[config.mk]
export PLATFORM = sky130hd
export DESIGN_NAME = sld_diag_regs
export DESIGN_NICKNAME = d
export VERILOG_FILES = /design/src/include/sld_pkg.sv /design/src/include/sld_frame_if.sv /design/src/logic/sld_diag_regs.sv /design/src/logic/sld_spi_slave.sv
export SDC_FILE = /design/constraint.sdc
export NUM_CORES = 1
export LEC_CHECK = 0
export BUFFER_PORTS_ARGS = -buffer_cell sky130_fd_sc_hd__buf_2
export CORE_ASPECT_RATIO = 2
export CORE_MARGIN = 10
export CORE_UTILIZATION = 24
export DETAILED_ROUTE_END_ITERATION = 10
export MAX_ROUTING_LAYER = met4
export SYNTH_ARGS = -nofsm -noshare
export SYNTH_HDL_FRONTEND = slang
export SYNTH_SLANG_ARGS = --single-unit
export TNS_END_PERCENT = 20
[constraint.sdc]
create_clock -name core_clk_i -period 5 [get_ports core_clk_i]
set_input_delay 0.5 -clock core_clk_i [delete_from_list [all_inputs] [get_ports core_clk_i]]
set_output_delay 0.5 -clock core_clk_i [all_outputs]
set_load 0.005 [all_outputs]
[src/include/sld_pkg.sv]
// Purpose: Shared constants for the squib low-level diagnostic register bank.
// Assumes: 32-bit serial frames, 7-bit register addresses, 20-bit register data.
// Notes: Register field positions are bit indices within the register data word; frame positions index the 32-bit frame.
package sld_pkg;
  // ----------------------------------------------------------------------
  // Register addresses
  // ----------------------------------------------------------------------
  localparam logic [6:0] ADDR_SYS_STATE = 7'h04;
  localparam logic [6:0] ADDR_STATUS = 7'h37;
  localparam logic [6:0] ADDR_REQUEST = 7'h38;
  localparam logic [6:0] ADDR_ADC_BASE = 7'h3a;
  localparam int ADC_SLOTS = 4;

  // ----------------------------------------------------------------------
  // Serial frame layout
  // ----------------------------------------------------------------------
  localparam int FRAME_BITS = 32;
  localparam int FRM_WR = 31;
  localparam int FRM_ADDR_LSB = 24;
  localparam int DATA_W = 20;
  localparam logic [5:0] FRAME_BITS_C = 6'h20;

  // ----------------------------------------------------------------------
  // Request register fields and codes
  // ----------------------------------------------------------------------
  localparam int REQ_LEVEL = 15;
  localparam int REQ_SOURCE_CURRENT_GENERATOR_RANGE = 14;
  localparam int REQ_PD_OFF = 13;
  localparam int REQ_SRC_LSB = 11;
  localparam int REQ_SINK = 10;
  localparam int REQ_MON_LSB = 8;
  localparam int REQ_RES_LSB = 4;
  localparam int REQ_LEAK_LSB = 0;
  localparam logic [15:0] REQ_RST = 16'h2000;
  localparam logic [1:0] SRC_ON = 2'h1;
  localparam logic [1:0] MON_NONE = 2'h0;
  localparam logic [1:0] MON_HS = 2'h1;
  localparam logic [1:0] MON_LS = 2'h2;
  localparam logic [1:0] MON_LS_PD = 2'h3;

  // ----------------------------------------------------------------------
  // Status and read-back fields
  // ----------------------------------------------------------------------
  localparam int ST_EXT = 19;
  localparam int ST_RES_LSB = 8;
  localparam int ST_LOOP = 7;
  localparam int ST_STG = 6;
  localparam int ST_STB = 5;
  localparam int ST_HS = 4;
  localparam int ST_LEAK_LSB = 0;
  localparam logic [19:0] STATUS_RST = 20'h00000;
  localparam int SYS_STATE_LSB = 8;
  localparam logic [2:0] STATE_INIT = 3'h0;
  localparam logic [2:0] STATE_DIAG = 3'h1;

  typedef enum logic {
    ADC_IDLE = 1'b0,
    ADC_BUSY = 1'b1
  } sld_adc_e;
endpackage

[src/include/sld_frame_if.sv]
// Purpose: Carries decoded serial frames between the shifter and the registers.
// Assumes: Single clock domain on core_clk_i.
// Notes: valid is a one-cycle pulse; rdata is sampled at the next frame start.
`timescale 1ns/1ps
`default_nettype none
interface sld_frame_if;
  logic valid;
  logic wr;
  logic [6:0] addr;
  logic [19:0] wdata;
  logic [19:0] rdata;
  modport spi (output valid, output wr, output addr, output wdata, input rdata);
  modport regs (input valid, input wr, input addr, input wdata, output rdata);
endinterface
`default_nettype wire

[src/logic/sld_diag_regs.sv]
// Purpose: Low-level squib loop diagnostic registers for four deployment channels.
// Assumes: Monitor flags are asynchronous pins; ADC and system state share core_clk_i.
// Notes: Analog controls follow the request register one cycle after it changes.
`timescale 1ns/1ps
`default_nettype none
module sld_diag_regs (
  input wire logic core_clk_i,
  input wire logic sys_rst_i,
  input wire logic sclk_i,
  input wire logic cs_n_i,
  input wire logic mosi_i,
  output logic miso_o,
  output logic miso_oe_n_o,
  input wire logic [2:0] sys_state_i,
  input wire logic short_to_ground_flag_i,
  input wire logic short_to_battery_flag_i,
  input wire logic loop_short_i,
  output logic adc_req_o,
  output logic [6:0] adc_request_address_o,
  input wire logic adc_done_i,
  input wire logic [9:0] adc_result_i,
  output logic [3:0] source_current_generator_en_o,
  output logic source_current_40ma_o,
  output logic [3:0] sink_current_generator_en_o,
  output logic [3:0] pulldown_en_o,
  output logic [3:0] monitor_high_side_squib_pin_o,
  output logic [3:0] monitor_low_side_squib_pin_o
);
  // ----------------------------------------------------------------------
  // Helpers
  // ----------------------------------------------------------------------
  // Codes above 3 select no channel, so a bad code cannot drive two loops.
  function automatic logic [3:0] chan_onehot(input logic [3:0] code);
    logic [3:0] oh;
    oh = 4'h0;
    if (code[3:2] == 2'h0) begin
      oh[code[1:0]] = 1'b1;
    end
    return oh;
  endfunction

  // Returns {hit, slot index} for an ADC control register address.
  function automatic logic [2:0] adc_slot(input logic [6:0] addr);
    logic [6:0] off;
    off = addr - sld_pkg::ADDR_ADC_BASE;
    return {(addr >= sld_pkg::ADDR_ADC_BASE) && (off < 7'(sld_pkg::ADC_SLOTS)), off[1:0]};
  endfunction

  function automatic logic [1:0] first_set(input logic [3:0] v);
    logic [1:0] idx;
    idx = 2'h0;
    for (int i = 3; i >= 0; i--) begin
      if (v[i]) begin
        idx = 2'(i);
      end
    end
    return idx;
  endfunction

  // ----------------------------------------------------------------------
  // Serial front end
  // ----------------------------------------------------------------------
  sld_frame_if frm ();

  sld_spi_slave u_spi (
    .core_clk_i(core_clk_i),
    .sys_rst_i(sys_rst_i),
    .sclk_i(sclk_i),
    .cs_n_i(cs_n_i),
    .mosi_i(mosi_i),
    .miso_o(miso_o),
    .miso_oe_n_o(miso_oe_n_o),
    .frm(frm.spi)
  );

  logic wr_hit;
  logic rd_hit;
  logic [2:0] wr_slot;
  assign wr_hit = frm.valid && frm.wr;
  assign rd_hit = frm.valid && !frm.wr;
  assign wr_slot = adc_slot(frm.addr);

  // ----------------------------------------------------------------------
  // Request register
  // ----------------------------------------------------------------------
  logic [15:0] req_q;
  logic low_level;
  logic [3:0] res_oh;
  logic [3:0] leak_oh;
  logic [1:0] mon_sel;
  logic [1:0] src_sel;

  always_ff @(posedge core_clk_i) begin
    if (sys_rst_i) begin
      req_q <= sld_pkg::REQ_RST;
    end else if (wr_hit && frm.addr == sld_pkg::ADDR_REQUEST &&
                 sys_state_i != sld_pkg::STATE_INIT) begin
      req_q <= frm.wdata[15:0];
    end
  end

  // A set request bit 15 hands set-up to the device's own sequencer, not kept here.
  assign low_level = !req_q[sld_pkg::REQ_LEVEL];
  // Both channel fields are honoured: bits 7:4 steer source and sink, bits 3:0 monitors and pull-downs.
  assign res_oh = chan_onehot(req_q[sld_pkg::REQ_RES_LSB +: 4]);
  assign leak_oh = chan_onehot(req_q[sld_pkg::REQ_LEAK_LSB +: 4]);
  assign mon_sel = req_q[sld_pkg::REQ_MON_LSB +: 2];
  assign src_sel = req_q[sld_pkg::REQ_SRC_LSB +: 2];

  // ----------------------------------------------------------------------
  // Analog set-up controls
  // ----------------------------------------------------------------------
  always_ff @(posedge core_clk_i) begin
    if (sys_rst_i) begin
      source_current_generator_en_o <= 4'h0;
      source_current_40ma_o <= 1'b0;
      sink_current_generator_en_o <= 4'h0;
      monitor_high_side_squib_pin_o <= 4'h0;
      monitor_low_side_squib_pin_o <= 4'h0;
    end else begin
      source_current_generator_en_o <= (low_level && src_sel == sld_pkg::SRC_ON) ?
                                       res_oh : 4'h0;
      source_current_40ma_o <= low_level && !req_q[sld_pkg::REQ_SOURCE_CURRENT_GENERATOR_RANGE];
      sink_current_generator_en_o <= (low_level && req_q[sld_pkg::REQ_SINK]) ?
                                     res_oh : 4'h0;
      monitor_high_side_squib_pin_o <= (low_level && mon_sel == sld_pkg::MON_HS) ?
                                       leak_oh : 4'h0;
      monitor_low_side_squib_pin_o <= (low_level && mon_sel[1]) ? leak_oh : 4'h0;
    end
  end

  // The 1 mA pull-downs keep idle loops defined; off on the monitored loop for MON_HS and MON_LS
  // so the monitor sees only that loop's leakage current; MON_LS_PD keeps all four on.
  always_ff @(posedge core_clk_i) begin
    if (sys_rst_i) begin
      pulldown_en_o <= 4'h0;
    end else if (!low_level || req_q[sld_pkg::REQ_PD_OFF]) begin
      pulldown_en_o <= 4'h0;
    end else if (mon_sel == sld_pkg::MON_NONE || mon_sel == sld_pkg::MON_LS_PD) begin
      pulldown_en_o <= 4'hf;
    end else begin
      pulldown_en_o <= ~leak_oh;
    end
  end

  // ----------------------------------------------------------------------
  // Monitor flags and status register
  // ----------------------------------------------------------------------
  logic [2:0] flag_meta_q;
  logic [2:0] flag_sync_q;
  logic [19:0] status_q;
  logic mon_on;

  always_ff @(posedge core_clk_i) begin
    if (sys_rst_i) begin
      flag_meta_q <= 3'h0;
      flag_sync_q <= 3'h0;
    end else begin
      flag_meta_q <= {loop_short_i, short_to_ground_flag_i, short_to_battery_flag_i};
      flag_sync_q <= flag_meta_q;
    end
  end

  assign mon_on = low_level && mon_sel != sld_pkg::MON_NONE;

  // Flags are live: they show what the monitor sees for the current set-up.
  always_ff @(posedge core_clk_i) begin
    if (sys_rst_i) begin
      status_q <= sld_pkg::STATUS_RST;
    end else begin
      status_q <= 20'h0;
      status_q[sld_pkg::ST_RES_LSB +: 4] <= req_q[sld_pkg::REQ_RES_LSB +: 4];
      status_q[sld_pkg::ST_LEAK_LSB +: 4] <= req_q[sld_pkg::REQ_LEAK_LSB +: 4];
      status_q[sld_pkg::ST_LOOP] <= mon_on && flag_sync_q[2];
      status_q[sld_pkg::ST_STG] <= mon_on && flag_sync_q[1];
      status_q[sld_pkg::ST_STB] <= mon_on && flag_sync_q[0];
      status_q[sld_pkg::ST_HS] <= low_level && mon_sel == sld_pkg::MON_HS;
    end
  end

  // ----------------------------------------------------------------------
  // ADC control slots
  // ----------------------------------------------------------------------
  logic [6:0] slot_addr_q [sld_pkg::ADC_SLOTS];
  logic [9:0] slot_res_q [sld_pkg::ADC_SLOTS];
  logic [3:0] pend_q;
  logic [3:0] done_q;
  logic [1:0] cur_q;
  sld_pkg::sld_adc_e adc_st_q;
  logic grant;
  logic [1:0] pick;
  logic fin;

  assign grant = adc_st_q == sld_pkg::ADC_IDLE && pend_q != 4'h0;
  assign pick = first_set(pend_q);
  assign fin = adc_st_q == sld_pkg::ADC_BUSY && adc_done_i;

  // A new address clears done; a result landing the same cycle still sets it.
  always_ff @(posedge core_clk_i) begin
    if (sys_rst_i) begin
      pend_q <= 4'h0;
      done_q <= 4'h0;
      for (int i = 0; i < sld_pkg::ADC_SLOTS; i++) begin
        slot_addr_q[i] <= 7'h0;
        slot_res_q[i] <= 10'h0;
      end
    end else begin
      if (grant) begin
        pend_q[pick] <= 1'b0;
      end
      if (wr_hit && wr_slot[2]) begin
        slot_addr_q[wr_slot[1:0]] <= frm.wdata[6:0];
        pend_q[wr_slot[1:0]] <= 1'b1;
        done_q[wr_slot[1:0]] <= 1'b0;
      end
      if (fin) begin
        slot_res_q[cur_q] <= adc_result_i;
        done_q[cur_q] <= 1'b1;
      end
    end
  end

  always_ff @(posedge core_clk_i) begin
    if (sys_rst_i) begin
      adc_st_q <= sld_pkg::ADC_IDLE;
      adc_req_o <= 1'b0;
      adc_request_address_o <= 7'h0;
      cur_q <= 2'h0;
    end else begin
      adc_req_o <= 1'b0;
      case (adc_st_q)
        sld_pkg::ADC_IDLE: begin
          if (grant) begin
            adc_req_o <= 1'b1;
            adc_request_address_o <= slot_addr_q[pick];
            cur_q <= pick;
            adc_st_q <= sld_pkg::ADC_BUSY;
          end
        end
        sld_pkg::ADC_BUSY: begin
          if (adc_done_i) begin
            adc_st_q <= sld_pkg::ADC_IDLE;
          end
        end
        default: adc_st_q <= sld_pkg::ADC_IDLE;
      endcase
    end
  end

  // ----------------------------------------------------------------------
  // Read answers
  // ----------------------------------------------------------------------
  logic [19:0] rdata_q;
  logic [2:0] rd_slot;
  assign rd_slot = adc_slot(frm.addr);
  assign frm.rdata = rdata_q;

  always_ff @(posedge core_clk_i) begin
    if (sys_rst_i) begin
      rdata_q <= 20'h0;
    end else if (rd_hit) begin
      if (frm.addr == sld_pkg::ADDR_STATUS) begin
        rdata_q <= status_q;
      end else if (frm.addr == sld_pkg::ADDR_SYS_STATE) begin
        rdata_q <= 20'h0;
        rdata_q[sld_pkg::SYS_STATE_LSB +: 3] <= sys_state_i;
      end else if (rd_slot[2]) begin
        rdata_q <= {done_q[rd_slot[1:0]], 2'h0, slot_addr_q[rd_slot[1:0]],
                    slot_res_q[rd_slot[1:0]]};
      end else begin
        rdata_q <= 20'h0;
      end
    end
  end
endmodule
`default_nettype wire

[src/logic/sld_spi_slave.sv]
// Purpose: Oversampled serial slave that turns 32-bit frames into register accesses.
// Assumes: Mode 0 serial clock well below a quarter of core_clk_i.
// Notes: A read answer goes out during the following frame.
`timescale 1ns/1ps
`default_nettype none
module sld_spi_slave (
  input wire logic core_clk_i,
  input wire logic sys_rst_i,
  input wire logic sclk_i,
  input wire logic cs_n_i,
  input wire logic mosi_i,
  output logic miso_o,
  output logic miso_oe_n_o,
  sld_frame_if.spi frm
);
  // ----------------------------------------------------------------------
  // Pin synchronisers, order {sclk, cs_n, mosi}
  // ----------------------------------------------------------------------
  logic [2:0] meta_q;
  logic [2:0] sync_q;
  logic [2:0] prev_q;
  logic [31:0] rx_q;
  logic [31:0] tx_q;
  logic [5:0] cnt_q;
  logic [6:0] last_addr_q;
  logic rise, fall, start, stop;

  always_ff @(posedge core_clk_i) begin
    if (sys_rst_i) begin
      meta_q <= 3'h2;
      sync_q <= 3'h2;
      prev_q <= 3'h2;
    end else begin
      meta_q <= {sclk_i, cs_n_i, mosi_i};
      sync_q <= meta_q;
      prev_q <= sync_q;
    end
  end

  assign rise = sync_q[2] & ~prev_q[2] & ~sync_q[1];
  assign fall = ~sync_q[2] & prev_q[2] & ~sync_q[1];
  assign start = ~sync_q[1] & prev_q[1];
  assign stop = sync_q[1] & ~prev_q[1];

  // ----------------------------------------------------------------------
  // Receive side
  // ----------------------------------------------------------------------
  always_ff @(posedge core_clk_i) begin
    if (sys_rst_i) begin
      rx_q <= 32'h0;
      cnt_q <= 6'h0;
    end else if (start) begin
      cnt_q <= 6'h0;
    end else if (rise) begin
      rx_q <= {rx_q[30:0], sync_q[0]};
      // Saturate so that an overlong frame is refused, not wrapped.
      if (cnt_q != 6'h3f) begin
        cnt_q <= cnt_q + 6'h1;
      end
    end
  end

  always_ff @(posedge core_clk_i) begin
    if (sys_rst_i) begin
      frm.valid <= 1'b0;
      frm.wr <= 1'b0;
      frm.addr <= 7'h0;
      frm.wdata <= 20'h0;
      last_addr_q <= 7'h0;
    end else begin
      frm.valid <= stop && (cnt_q == sld_pkg::FRAME_BITS_C);
      if (stop && (cnt_q == sld_pkg::FRAME_BITS_C)) begin
        frm.wr <= rx_q[sld_pkg::FRM_WR];
        frm.addr <= rx_q[sld_pkg::FRM_ADDR_LSB +: 7];
        frm.wdata <= rx_q[sld_pkg::DATA_W-1:0];
        last_addr_q <= rx_q[sld_pkg::FRM_ADDR_LSB +: 7];
      end
    end
  end

  // ----------------------------------------------------------------------
  // Transmit side: echo of the last address and the answer data
  // ----------------------------------------------------------------------
  always_ff @(posedge core_clk_i) begin
    if (sys_rst_i) begin
      tx_q <= 32'h0;
      miso_o <= 1'b0;
      miso_oe_n_o <= 1'b1;
    end else begin
      miso_oe_n_o <= sync_q[1];
      if (start) begin
        tx_q <= {1'b0, last_addr_q, 4'h0, frm.rdata};
        miso_o <= 1'b0;
      end else if (fall) begin
        tx_q <= {tx_q[30:0], 1'b0};
        miso_o <= tx_q[30];
      end
    end
  end
endmodule
`default_nettype wire

==> Implementation_results.wiki, run 1 <==
{| class="wikitable"
! Metric !! Value
|-
| Worst-skew pair later-pin latency || 0.53 ns
|-
| Vias in the first global route || 7338
|-
| Pre-Repair DR Iteration Count || 9
|-
| Fraction of layout instances using a drive strength above 1 || 15.2%
|-
| Met3 wire length || 617 um
|-
| Data required time at the worst endpoint || 5.24 ns
|-
| CTS tree || built
|-
| Pin count of the biggest net entering global routing || 88
|-
| Clock root cell || sky130_fd_sc_hd__clkbuf_16
|-
| Largest area contributor in the netlist || sky130_fd_sc_hd__dfxtp_1
|-
| Run status || completed
|-
| Dominant register cell in the synthesized netlist || sky130_fd_sc_hd__dfxtp_1
|-
| Final hold vios || 0
|-
| Minimum hold slack || 0.155 ns
|-
| RSZ-0062 raised after global routing || false
|-
| Synthesized netlist cell count || 984
|-
| Post-synthesis average cell area || 10.5 sq um
|-
| Synthesized-area fraction occupied by and/or/nand/nor cells || 19.6%
|-
| Critical Path Fanout Max || 23
|-
| Number of H-tree branching levels || 1
|-
| Detail Route Antenna Nets || 0
|-
| CTS clk-pin slew, worst paths || 0.06 ns
|-
| Hold Crit Class || in2reg
|-
| Slew margin rel. || 19.5%
|-
| Antenna violations before repair || 0
|-
| Proportion of synthesized area in mux cells || 7.06%
|-
| I/O pin total || 53
|-
| Time the worst path needs with I/O delays and setup || 2.54 ns
|-
| Proportion of netlist area held by the largest area contributor || 37.7%
|-
| MaxCap Viol Count || 0
|-
| Wirelength, routed || 26800 um
|-
| Largest voltage drop on the vdd net || 0.256 mV
|-
| Total met2 wirelength after detailed routing || 15000 um
|-
| Parity-gate share of the synthesized area counting xor and xnor cells || 0.508%
|-
| Maximum clock insertion buffer count || 3
|-
| Number of enable-type register cells in the synthesized netlist || 68
|-
| Synth cell types || 64
|-
| Width of the die || 167 um
|-
| Seq/Total Area, Yosys || 57.4%
|-
| Fin Clk Skew || 0.00924 ns
|-
| Category of the worst setup path capture point || flip-flop
|-
| Filler cells || 4464
|-
| Count of cells resized by post-cts repair || 0
|-
| Initial core utilization || 24.3%
|-
| Global-route total usage across every layer || 10.1%
|-
| Post-route DRC violation count || 0
|-
| Number of nets in the finished design || 1033
|-
| Slew at the pin closest to its max-slew limit || 1.20 ns
|-
| Largest family of logic cells by synthesized area || simple AND/OR/NAND/NOR gates
|-
| Vias per cell || 4.61
|-
| Final Max Tran Viols || 0
|-
| Detailed-route wire length on metal 1 || 9610 um
|-
| CP startpoint kind || flip-flop
|-
| Post-synthesis sequential element count || 263
|-
| Maximum clock frequency || 393 MHz
|-
| Yosys warns || 0
|-
| Number of buffers inserted by port buffering || 52
|-
| Static leakage || 4.36 nW
|-
| Setup-violating endpoint count in the final report || 0
|-
| Total of hold buffers inserted after clock tree synthesis || 0
|-
| Number of CTS-inserted buffers || 24
|-
| Top routing layer used || met4
|-
| Number of DRC markers in iteration 0 || 594
|-
| Half-perimeter wire length after detailed placement || 19600 um
|-
| Gpl congestion || 0.888
|-
| Diodes inserted || 0
|-
| Most area-consuming cells after synthesis || sky130_fd_sc_hd__dfxtp_1 38%, sky130_fd_sc_hd__edfxtp_1 20%, sky130_fd_sc_hd__nand2_1 4.2%
|-
| Power per cell area || 347 nW/um^2
|-
| Area of the die || 52300 sq um
|-
| Global-route wire length before repair || 41500 um
|-
| Clock net sink count || 263
|-
| Die height || 314 um
|-
| Data arrival at the endpoint of the critical path || 2.78 ns
|-
| Relative area change from synthesis to final layout || 14.6%
|-
| Fraction of the mapped netlist area in adder cells || 0.604%
|-
| Share of the synthesized area in compound gates (AO/OA/AOI/OAI) || 11.2%
|-
| Post-synthesis cell area || 10400 sq um
|-
| Start-to-end type of the worst setup path || reg2reg
|-
| Aggregate negative setup slack || 0 ns
|-
| Wire length per cell || 17.1 um
|-
| Vias || 7236
|-
| Syn_nets || 1011
|-
| Global route overflow || 0
|-
| Buffers inserted by post-CTS timing repair || 0
|-
| Post-synth ARST share || 0%
|-
| Core Footprint || 42600 sq um
|-
| Tcrit/Tclk final || 50.8%
|-
| Std cell rows || 107
|}
## critical path: stages (launching register included)
cell	delay, ns
sky130_fd_sc_hd__dfxtp_1	0.41
sky130_fd_sc_hd__buf_4	0.35
sky130_fd_sc_hd__inv_1	0.12
sky130_fd_sc_hd__ha_1	0.22
sky130_fd_sc_hd__xor2_1	0.15
sky130_fd_sc_hd__and2_1	0.25
sky130_fd_sc_hd__a41oi_1	0.48
sky130_fd_sc_hd__inv_1	0.27
## final timing paths
check | startpoint | endpoint | slack, ns | cells past startpoint
hold reg to reg | u_spi.meta_q[1]$_SDFF_PP1_ | u_spi.sync_q[1]$_SDFF_PP1_ | 0.42 | 1
setup reg to reg | u_spi.frm.addr[1]$_SDFFE_PP0P_ | slot_addr_q[0][3]$_SDFFCE_PN0P_ | 2.46 | 7
setup / recovery | u_spi.frm.addr[1]$_SDFFE_PP0P_ | slot_addr_q[0][3]$_SDFFCE_PN0P_ | 2.46 | 7
hold / removal | cs_n_i | u_spi.meta_q[1]$_SDFF_PP1_ | 0.16 | 2
## metrics by stage
stage / area, sq um / worst slack (ns) / std cells / util (%) / total power [mW]
2_1_floorplan: 10400 / 3.13 / 984 / - / 2.31
3_3_place_gp: 11100 / 2.51 / 1525 / 26.0 / 2.35
3_5_place_dp: 11100 / 2.49 / 1525 / 26.0 / 2.35
4_1_cts: 11900 / 2.48 / 1568 / 27.9 / 4.17
5_1_grt: 11900 / 2.32 / 1568 / 27.9 / 4.26
6_report: 11900 / 2.46 / 1568 / 27.9 / 4.12
## Yosys cell counts (all sizes together), types with 3 or more instances
library cell	instances
a211oi	15
a21o	4
a21oi	80
a222oi	24
a22oi	11
a31oi	4
a41oi	3
and2	67
and3	9
buf	15
clkbuf	54
dfxtp	195
edfxtp	68
ha	5
inv	18
mux2i	31
mux4	18
nand2	117
nand2b	5
nand3	15
nand3b	5
nand4	9
nor2	110
nor2b	21
nor3	16
nor3b	3
o211ai	3
o21ai	4
o22a	6
o22ai	5
o31a	3
or2	8
or3	3
or4b	5
xor2	5
## layer usage
metal | vias up | GRT usage (%)
li1 | 3511 | -
met1 | 3498 | 9.61
met2 | 165 | 19.3
met3 | 62 | 0.825
met4 | 0 | 6.33
met5 | - | -
## power breakdown
group | internal [mW] | leakage [nW] | total (mW) | switching (mW)
Combinational | 0.0232 | 1.72 | 0.0820 | 0.0589
Clock | 0.997 | 0.369 | 1.82 | 0.825
Sequential | 2.20 | 2.28 | 2.22 | 0.0130
Total | 3.22 | 4.36 | 4.12 | 0.897
## kinds of logic (layout without fill, tap and decap cells)
logic type | after synthesis | count (layout)
buffers and inverters | 87 | 126
flip-flops | 263 | 263
XOR/XNOR | 6 | 6
multiplexers | 50 | 50
AO/OA/AOI/OAI | 172 | 172
AND/OR/NAND/NOR | 401 | 401
adder cells (fa/ha/maj) | 5 | 5
## layout by cell type (no fill, tap or decap), types with 4 or more instances in the layout
master | netlist | layout
sky130_fd_sc_hd__nand3b_1 | 5 | 5
sky130_fd_sc_hd__nand2_1 | 117 | 117
sky130_fd_sc_hd__clkbuf_1 | 51 | 6
sky130_fd_sc_hd__nand2b_1 | 5 | 5
sky130_fd_sc_hd__nor2_1 | 109 | 109
sky130_fd_sc_hd__nor3_1 | 14 | 13
sky130_fd_sc_hd__dfxtp_1 | 195 | 195
sky130_fd_sc_hd__buf_2 | 8 | 51
sky130_fd_sc_hd__clkbuf_16 | 0 | 24
sky130_fd_sc_hd__o22ai_1 | 5 | 5
sky130_fd_sc_hd__o22a_1 | 6 | 6
sky130_fd_sc_hd__and2_1 | 59 | 59
sky130_fd_sc_hd__nand4_1 | 9 | 9
sky130_fd_sc_hd__a211oi_1 | 15 | 15
sky130_fd_sc_hd__ha_1 | 5 | 5
sky130_fd_sc_hd__edfxtp_1 | 68 | 68
sky130_fd_sc_hd__xor2_1 | 5 | 5
sky130_fd_sc_hd__a21oi_1 | 80 | 80
sky130_fd_sc_hd__or4b_2 | 4 | 4
sky130_fd_sc_hd__and3_1 | 4 | 4
sky130_fd_sc_hd__a22oi_1 | 11 | 11
sky130_fd_sc_hd__nand3_1 | 15 | 15
sky130_fd_sc_hd__a31oi_1 | 4 | 4
sky130_fd_sc_hd__and3_2 | 5 | 5
sky130_fd_sc_hd__nor2b_1 | 21 | 21
sky130_fd_sc_hd__or2_2 | 8 | 8
sky130_fd_sc_hd__a222oi_1 | 24 | 24
sky130_fd_sc_hd__mux4_2 | 18 | 18
sky130_fd_sc_hd__buf_4 | 3 | 14
sky130_fd_sc_hd__mux2i_1 | 31 | 31
sky130_fd_sc_hd__inv_1 | 18 | 18
sky130_fd_sc_hd__and2_2 | 8 | 8
## sequential cells by signal (all words and copies together), names as in the netlist, 4 cells and up
register                       count
adc_request_address_o              7
done_q                             4
frm.rdata                         18
monitor_high_side_squib_pin_o      4
monitor_low_side_squib_pin_o       4
pend_q                             4
pulldown_en_o                      4
req_q                             16
sink_current_generator_en_o        4
slot_addr_q                       28
slot_res_q                        40
source_current_generator_en_o      4
status_q                          12
u_spi.cnt_q                        6
u_spi.frm.addr                     7
u_spi.frm.wdata                   16
u_spi.rx_q                        32
u_spi.tx_q                        31
## area by class of cell
class	instances	area (sq um)	area share (%)
Sequential cell	263	5950	50.1
Multi-Input combinational cell	634	4030	34.0
Tap cell	545	682	5.75
Clock buffer	33	664	5.60
Timing Repair Buffer	65	360	3.04
Clock inverter	10	108	0.907
Inverter	18	67.6	0.570
(Power assumes the default switching activity.)
==> run 2: changes to the inputs <==
Clock period 5 ns to 2.5 ns, I/O delays scaled along.
==> run 2 against run 1 <==
Compared with the run above: maximum frequency up 13%; critical path type unchanged; cell area up 2.4%; clock power increased by 120%; sequential share of layout area shrank 1.2 points; wire length up 2.8%; register-to-register slack got worse by 2.2 ns; cell count grew 1.4%; clock-buffer cell count fell by 2; largest power group unchanged; clock skew up 0.0012 ns.
==> Implementation_results.wiki, run 2 (same netlist as run 1, synthesis figures left out) <==
{| class="wikitable"
! Metric !! Value
|-
| Category of cells accounting for the largest share of critical-path delay || multiplexers
|-
| I/O pin total || 53
|-
| Area of the die || 52300 sq um
|-
| Cell with the largest stage delay on the worst path || sky130_fd_sc_hd__mux2i_1
|-
| Global-route total usage across every layer || 10.3%
|-
| Wire length per cell || 17.3 um
|-
| Data arrival at the endpoint of the critical path || 2.45 ns
|-
| Relative area change from synthesis to final layout || 17.4%
|-
| Commonest non-fill, non-tap cells in the layout || 195 x sky130_fd_sc_hd__dfxtp_1, 117 x sky130_fd_sc_hd__nand2_1, 109 x sky130_fd_sc_hd__nor2_1, 80 x sky130_fd_sc_hd__a21oi_1, 68 x sky130_fd_sc_hd__edfxtp_1
|-
| Logic pwr share || 2.1%
|-
| Tcrit/Tclk final || 90.0%
|-
| Largest registers || slot_res_q x40, u_spi.rx_q x32, u_spi.tx_q x31
|-
| Post-route DRC violation count || 0
|-
| Power per cell area || 714 nW/um^2
|-
| Maximum clock frequency || 445 MHz
|-
| Number of CTS-inserted buffers || 24
|-
| Net switching power || 1.76 mW
|-
| Worst Path Buf+Inv || 1
|-
| Die height || 314 um
|-
| Gpl congestion || 0.849
|-
| Initial core utilization || 24.3%
|-
| Data required time at the worst endpoint || 2.70 ns
|-
| Filler cells || 4497
|-
| MaxCap Viol Count || 0
|-
| Start-to-end type of the worst setup path || reg2reg
|-
| Pin count of the biggest net entering global routing || 88
|-
| Vias in the first global route || 7361
|-
| CP startpoint kind || flip-flop
|-
| Setup WS pre-CTS || 0.297 ns
|-
| RSZ-0062 raised after global routing || false
|-
| Number of DRC markers in iteration 0 || 536
|-
| Vias || 7335
|-
| Multi-input gate area || 4030 sq um
|-
| Aggregate negative setup slack || 0 ns
|-
| Global-route wire length before repair || 41800 um
|-
| Worst-skew pair later-pin latency || 0.52 ns
|-
| CTS clk-pin slew, worst paths || 0.07 ns
|-
| Category of the worst setup path capture point || flip-flop
|-
| Slew at the pin closest to its max-slew limit || 0.901 ns
|-
| Number of nets in the finished design || 1053
|-
| Fin Clk Skew || 0.0104 ns
|-
| Clock root cell || sky130_fd_sc_hd__clkbuf_16
|-
| End-of-flow core utilization || 28.5%
|-
| Slew margin rel. || 39.9%
|-
| Part of the total power dissipated in the clock network || 46.8%
|-
| Final hold vios || 0
|-
| Core Footprint || 42600 sq um
|-
| Buffers inserted by post-CTS timing repair || 0
|-
| Number of flip-flops under the largest register name || 40
|-
| Hold Crit Class || in2reg
|-
| Most common cell after layout, fill and taps aside || sky130_fd_sc_hd__dfxtp_1
|-
| Number of buffers inserted by port buffering || 52
|-
| Final Max Tran Viols || 0
|-
| Clock net sink count || 263
|-
| Critical Path Fanout Max || 7
|-
| CTS tree || built
|-
| Pint || 6.91 mW
|-
| Std cell rows || 107
|-
| Static leakage || 4.52 nW
|-
| Power, Total || 8.67 mW
|-
| Worst setup margin || 0.251 ns
|-
| Share of total power in sequential cells || 51.1%
|-
| Stage delay of the slowest cell on the critical path || 0.45 ns
|-
| Half-perimeter wire length after detailed placement || 20200 um
|-
| Vias per cell || 4.61
|-
| Wirelength, routed || 27500 um
|-
| Antenna violations before repair || 2
|-
| Setup-violating endpoint count in the final report || 0
|-
| Switching fraction of total power || 20.3%
|-
| Maximum clock insertion buffer count || 3
|-
| Time the worst path needs with I/O delays and setup || 2.25 ns
|-
| Fraction of layout instances using a drive strength above 1 || 16.4%
|-
| Run status || completed
|-
| Pre-Repair DR Iteration Count || 7
|-
| Global route overflow || 0
|-
| Number of H-tree branching levels || 1
|-
| Top register by number of flip-flops || slot_res_q
|-
| Cell-by-cell listing of the critical path || or3b_1, mux2i_1, a41oi_1, inv_1
|-
| Sequential Area || 5950 sq um
|-
| Detail Route Antenna Nets || 0
|-
| Width of the die || 167 um
|-
| Largest voltage drop on the vdd net || 0.456 mV
|}
## run 2: cell count changes in the layout (fill, tap and decap cells not counted), moves of 2 or more
cell | before | now
sky130_fd_sc_hd__clkbuf_16 | 24 | 26
sky130_fd_sc_hd__clkbuf_8 | 3 | 1
sky130_fd_sc_hd__inv_6 | 2 | 0
sky130_fd_sc_hd__bufinv_16 | 1 | 5
sky130_fd_sc_hd__buf_4 | 14 | 27
sky130_fd_sc_hd__clkbuf_1 | 6 | 4
sky130_fd_sc_hd__dlygate4sd3_1 | 0 | 6
sky130_fd_sc_hd__clkinvlp_4 | 3 | 1
sky130_fd_sc_hd__clkinv_1 | 0 | 2
## run 2: path summary, 6_finish.rpt
kind                                   from                              end  slack [ns]  cells after the start
min                              adc_done_i              adc_st_q$_SDFF_PP0_        0.02                      2
max reg2reg  u_spi.frm.addr[6]$_SDFFE_PP0P_  slot_addr_q[1][1]$_SDFFCE_PN0P_        0.25                      4
max          u_spi.frm.addr[6]$_SDFFE_PP0P_  slot_addr_q[1][1]$_SDFFCE_PN0P_        0.25                      4
min reg2reg      u_spi.meta_q[1]$_SDFF_PP1_       u_spi.sync_q[1]$_SDFF_PP1_        0.43                      1
## run 2: layout make-up
cell class                 count  share of cell area [%]
clock inverter                13                    1.65
tap                          545                    5.61
clock buffer                  31                    5.59
inverter                      18                   0.556
timing repair buffer          85                    4.43
antenna                        1                  0.0206
multi-input combinational    634                    33.2
sequential                   263                    48.9
## run 2: routing by layer
layer / wire length [um] / track usage [%] / up-vias
met5: 0 / - / -
met3: 684 / 0.925 / 70
met2: 15100 / 19.2 / 155
li1: - / - / 3558
met4: 1600 / 6.51 / 0
met1: 10200 / 9.89 / 3552
## run 2: power by group through the flow
| stage | Combinational (mW) | Sequential [mW] | Clock, mW |
|---|---|---|---|
| floorplan | 0.101 | 4.51 | 0 |
| global placement | 0.176 | 4.52 | 0 |
| detailed placement | 0.175 | 4.53 | 0 |
| CTS | 0.183 | 4.43 | 4.16 |
| global route | 0.195 | 4.43 | 4.32 |
| finish | 0.180 | 4.43 | 4.06 |
## run 2: stage by stage
stage          instances  hold WS [ns]  instance area (sq um)
2_1_floorplan        984         0.354                  10400
3_3_place_gp        1539         0.411                  11200
3_5_place_dp        1539         0.394                  11200
4_1_cts             1589       0.00396                  12100
5_1_grt             1590        0.0172                  12100
6_report            1590        0.0151                  12100
## run 2: timing repair
item                                   in CTS  in global routing
gates resized for setup                     0                  0
endpoints found under the hold margin       6                  0
hold buffers                                6                  0
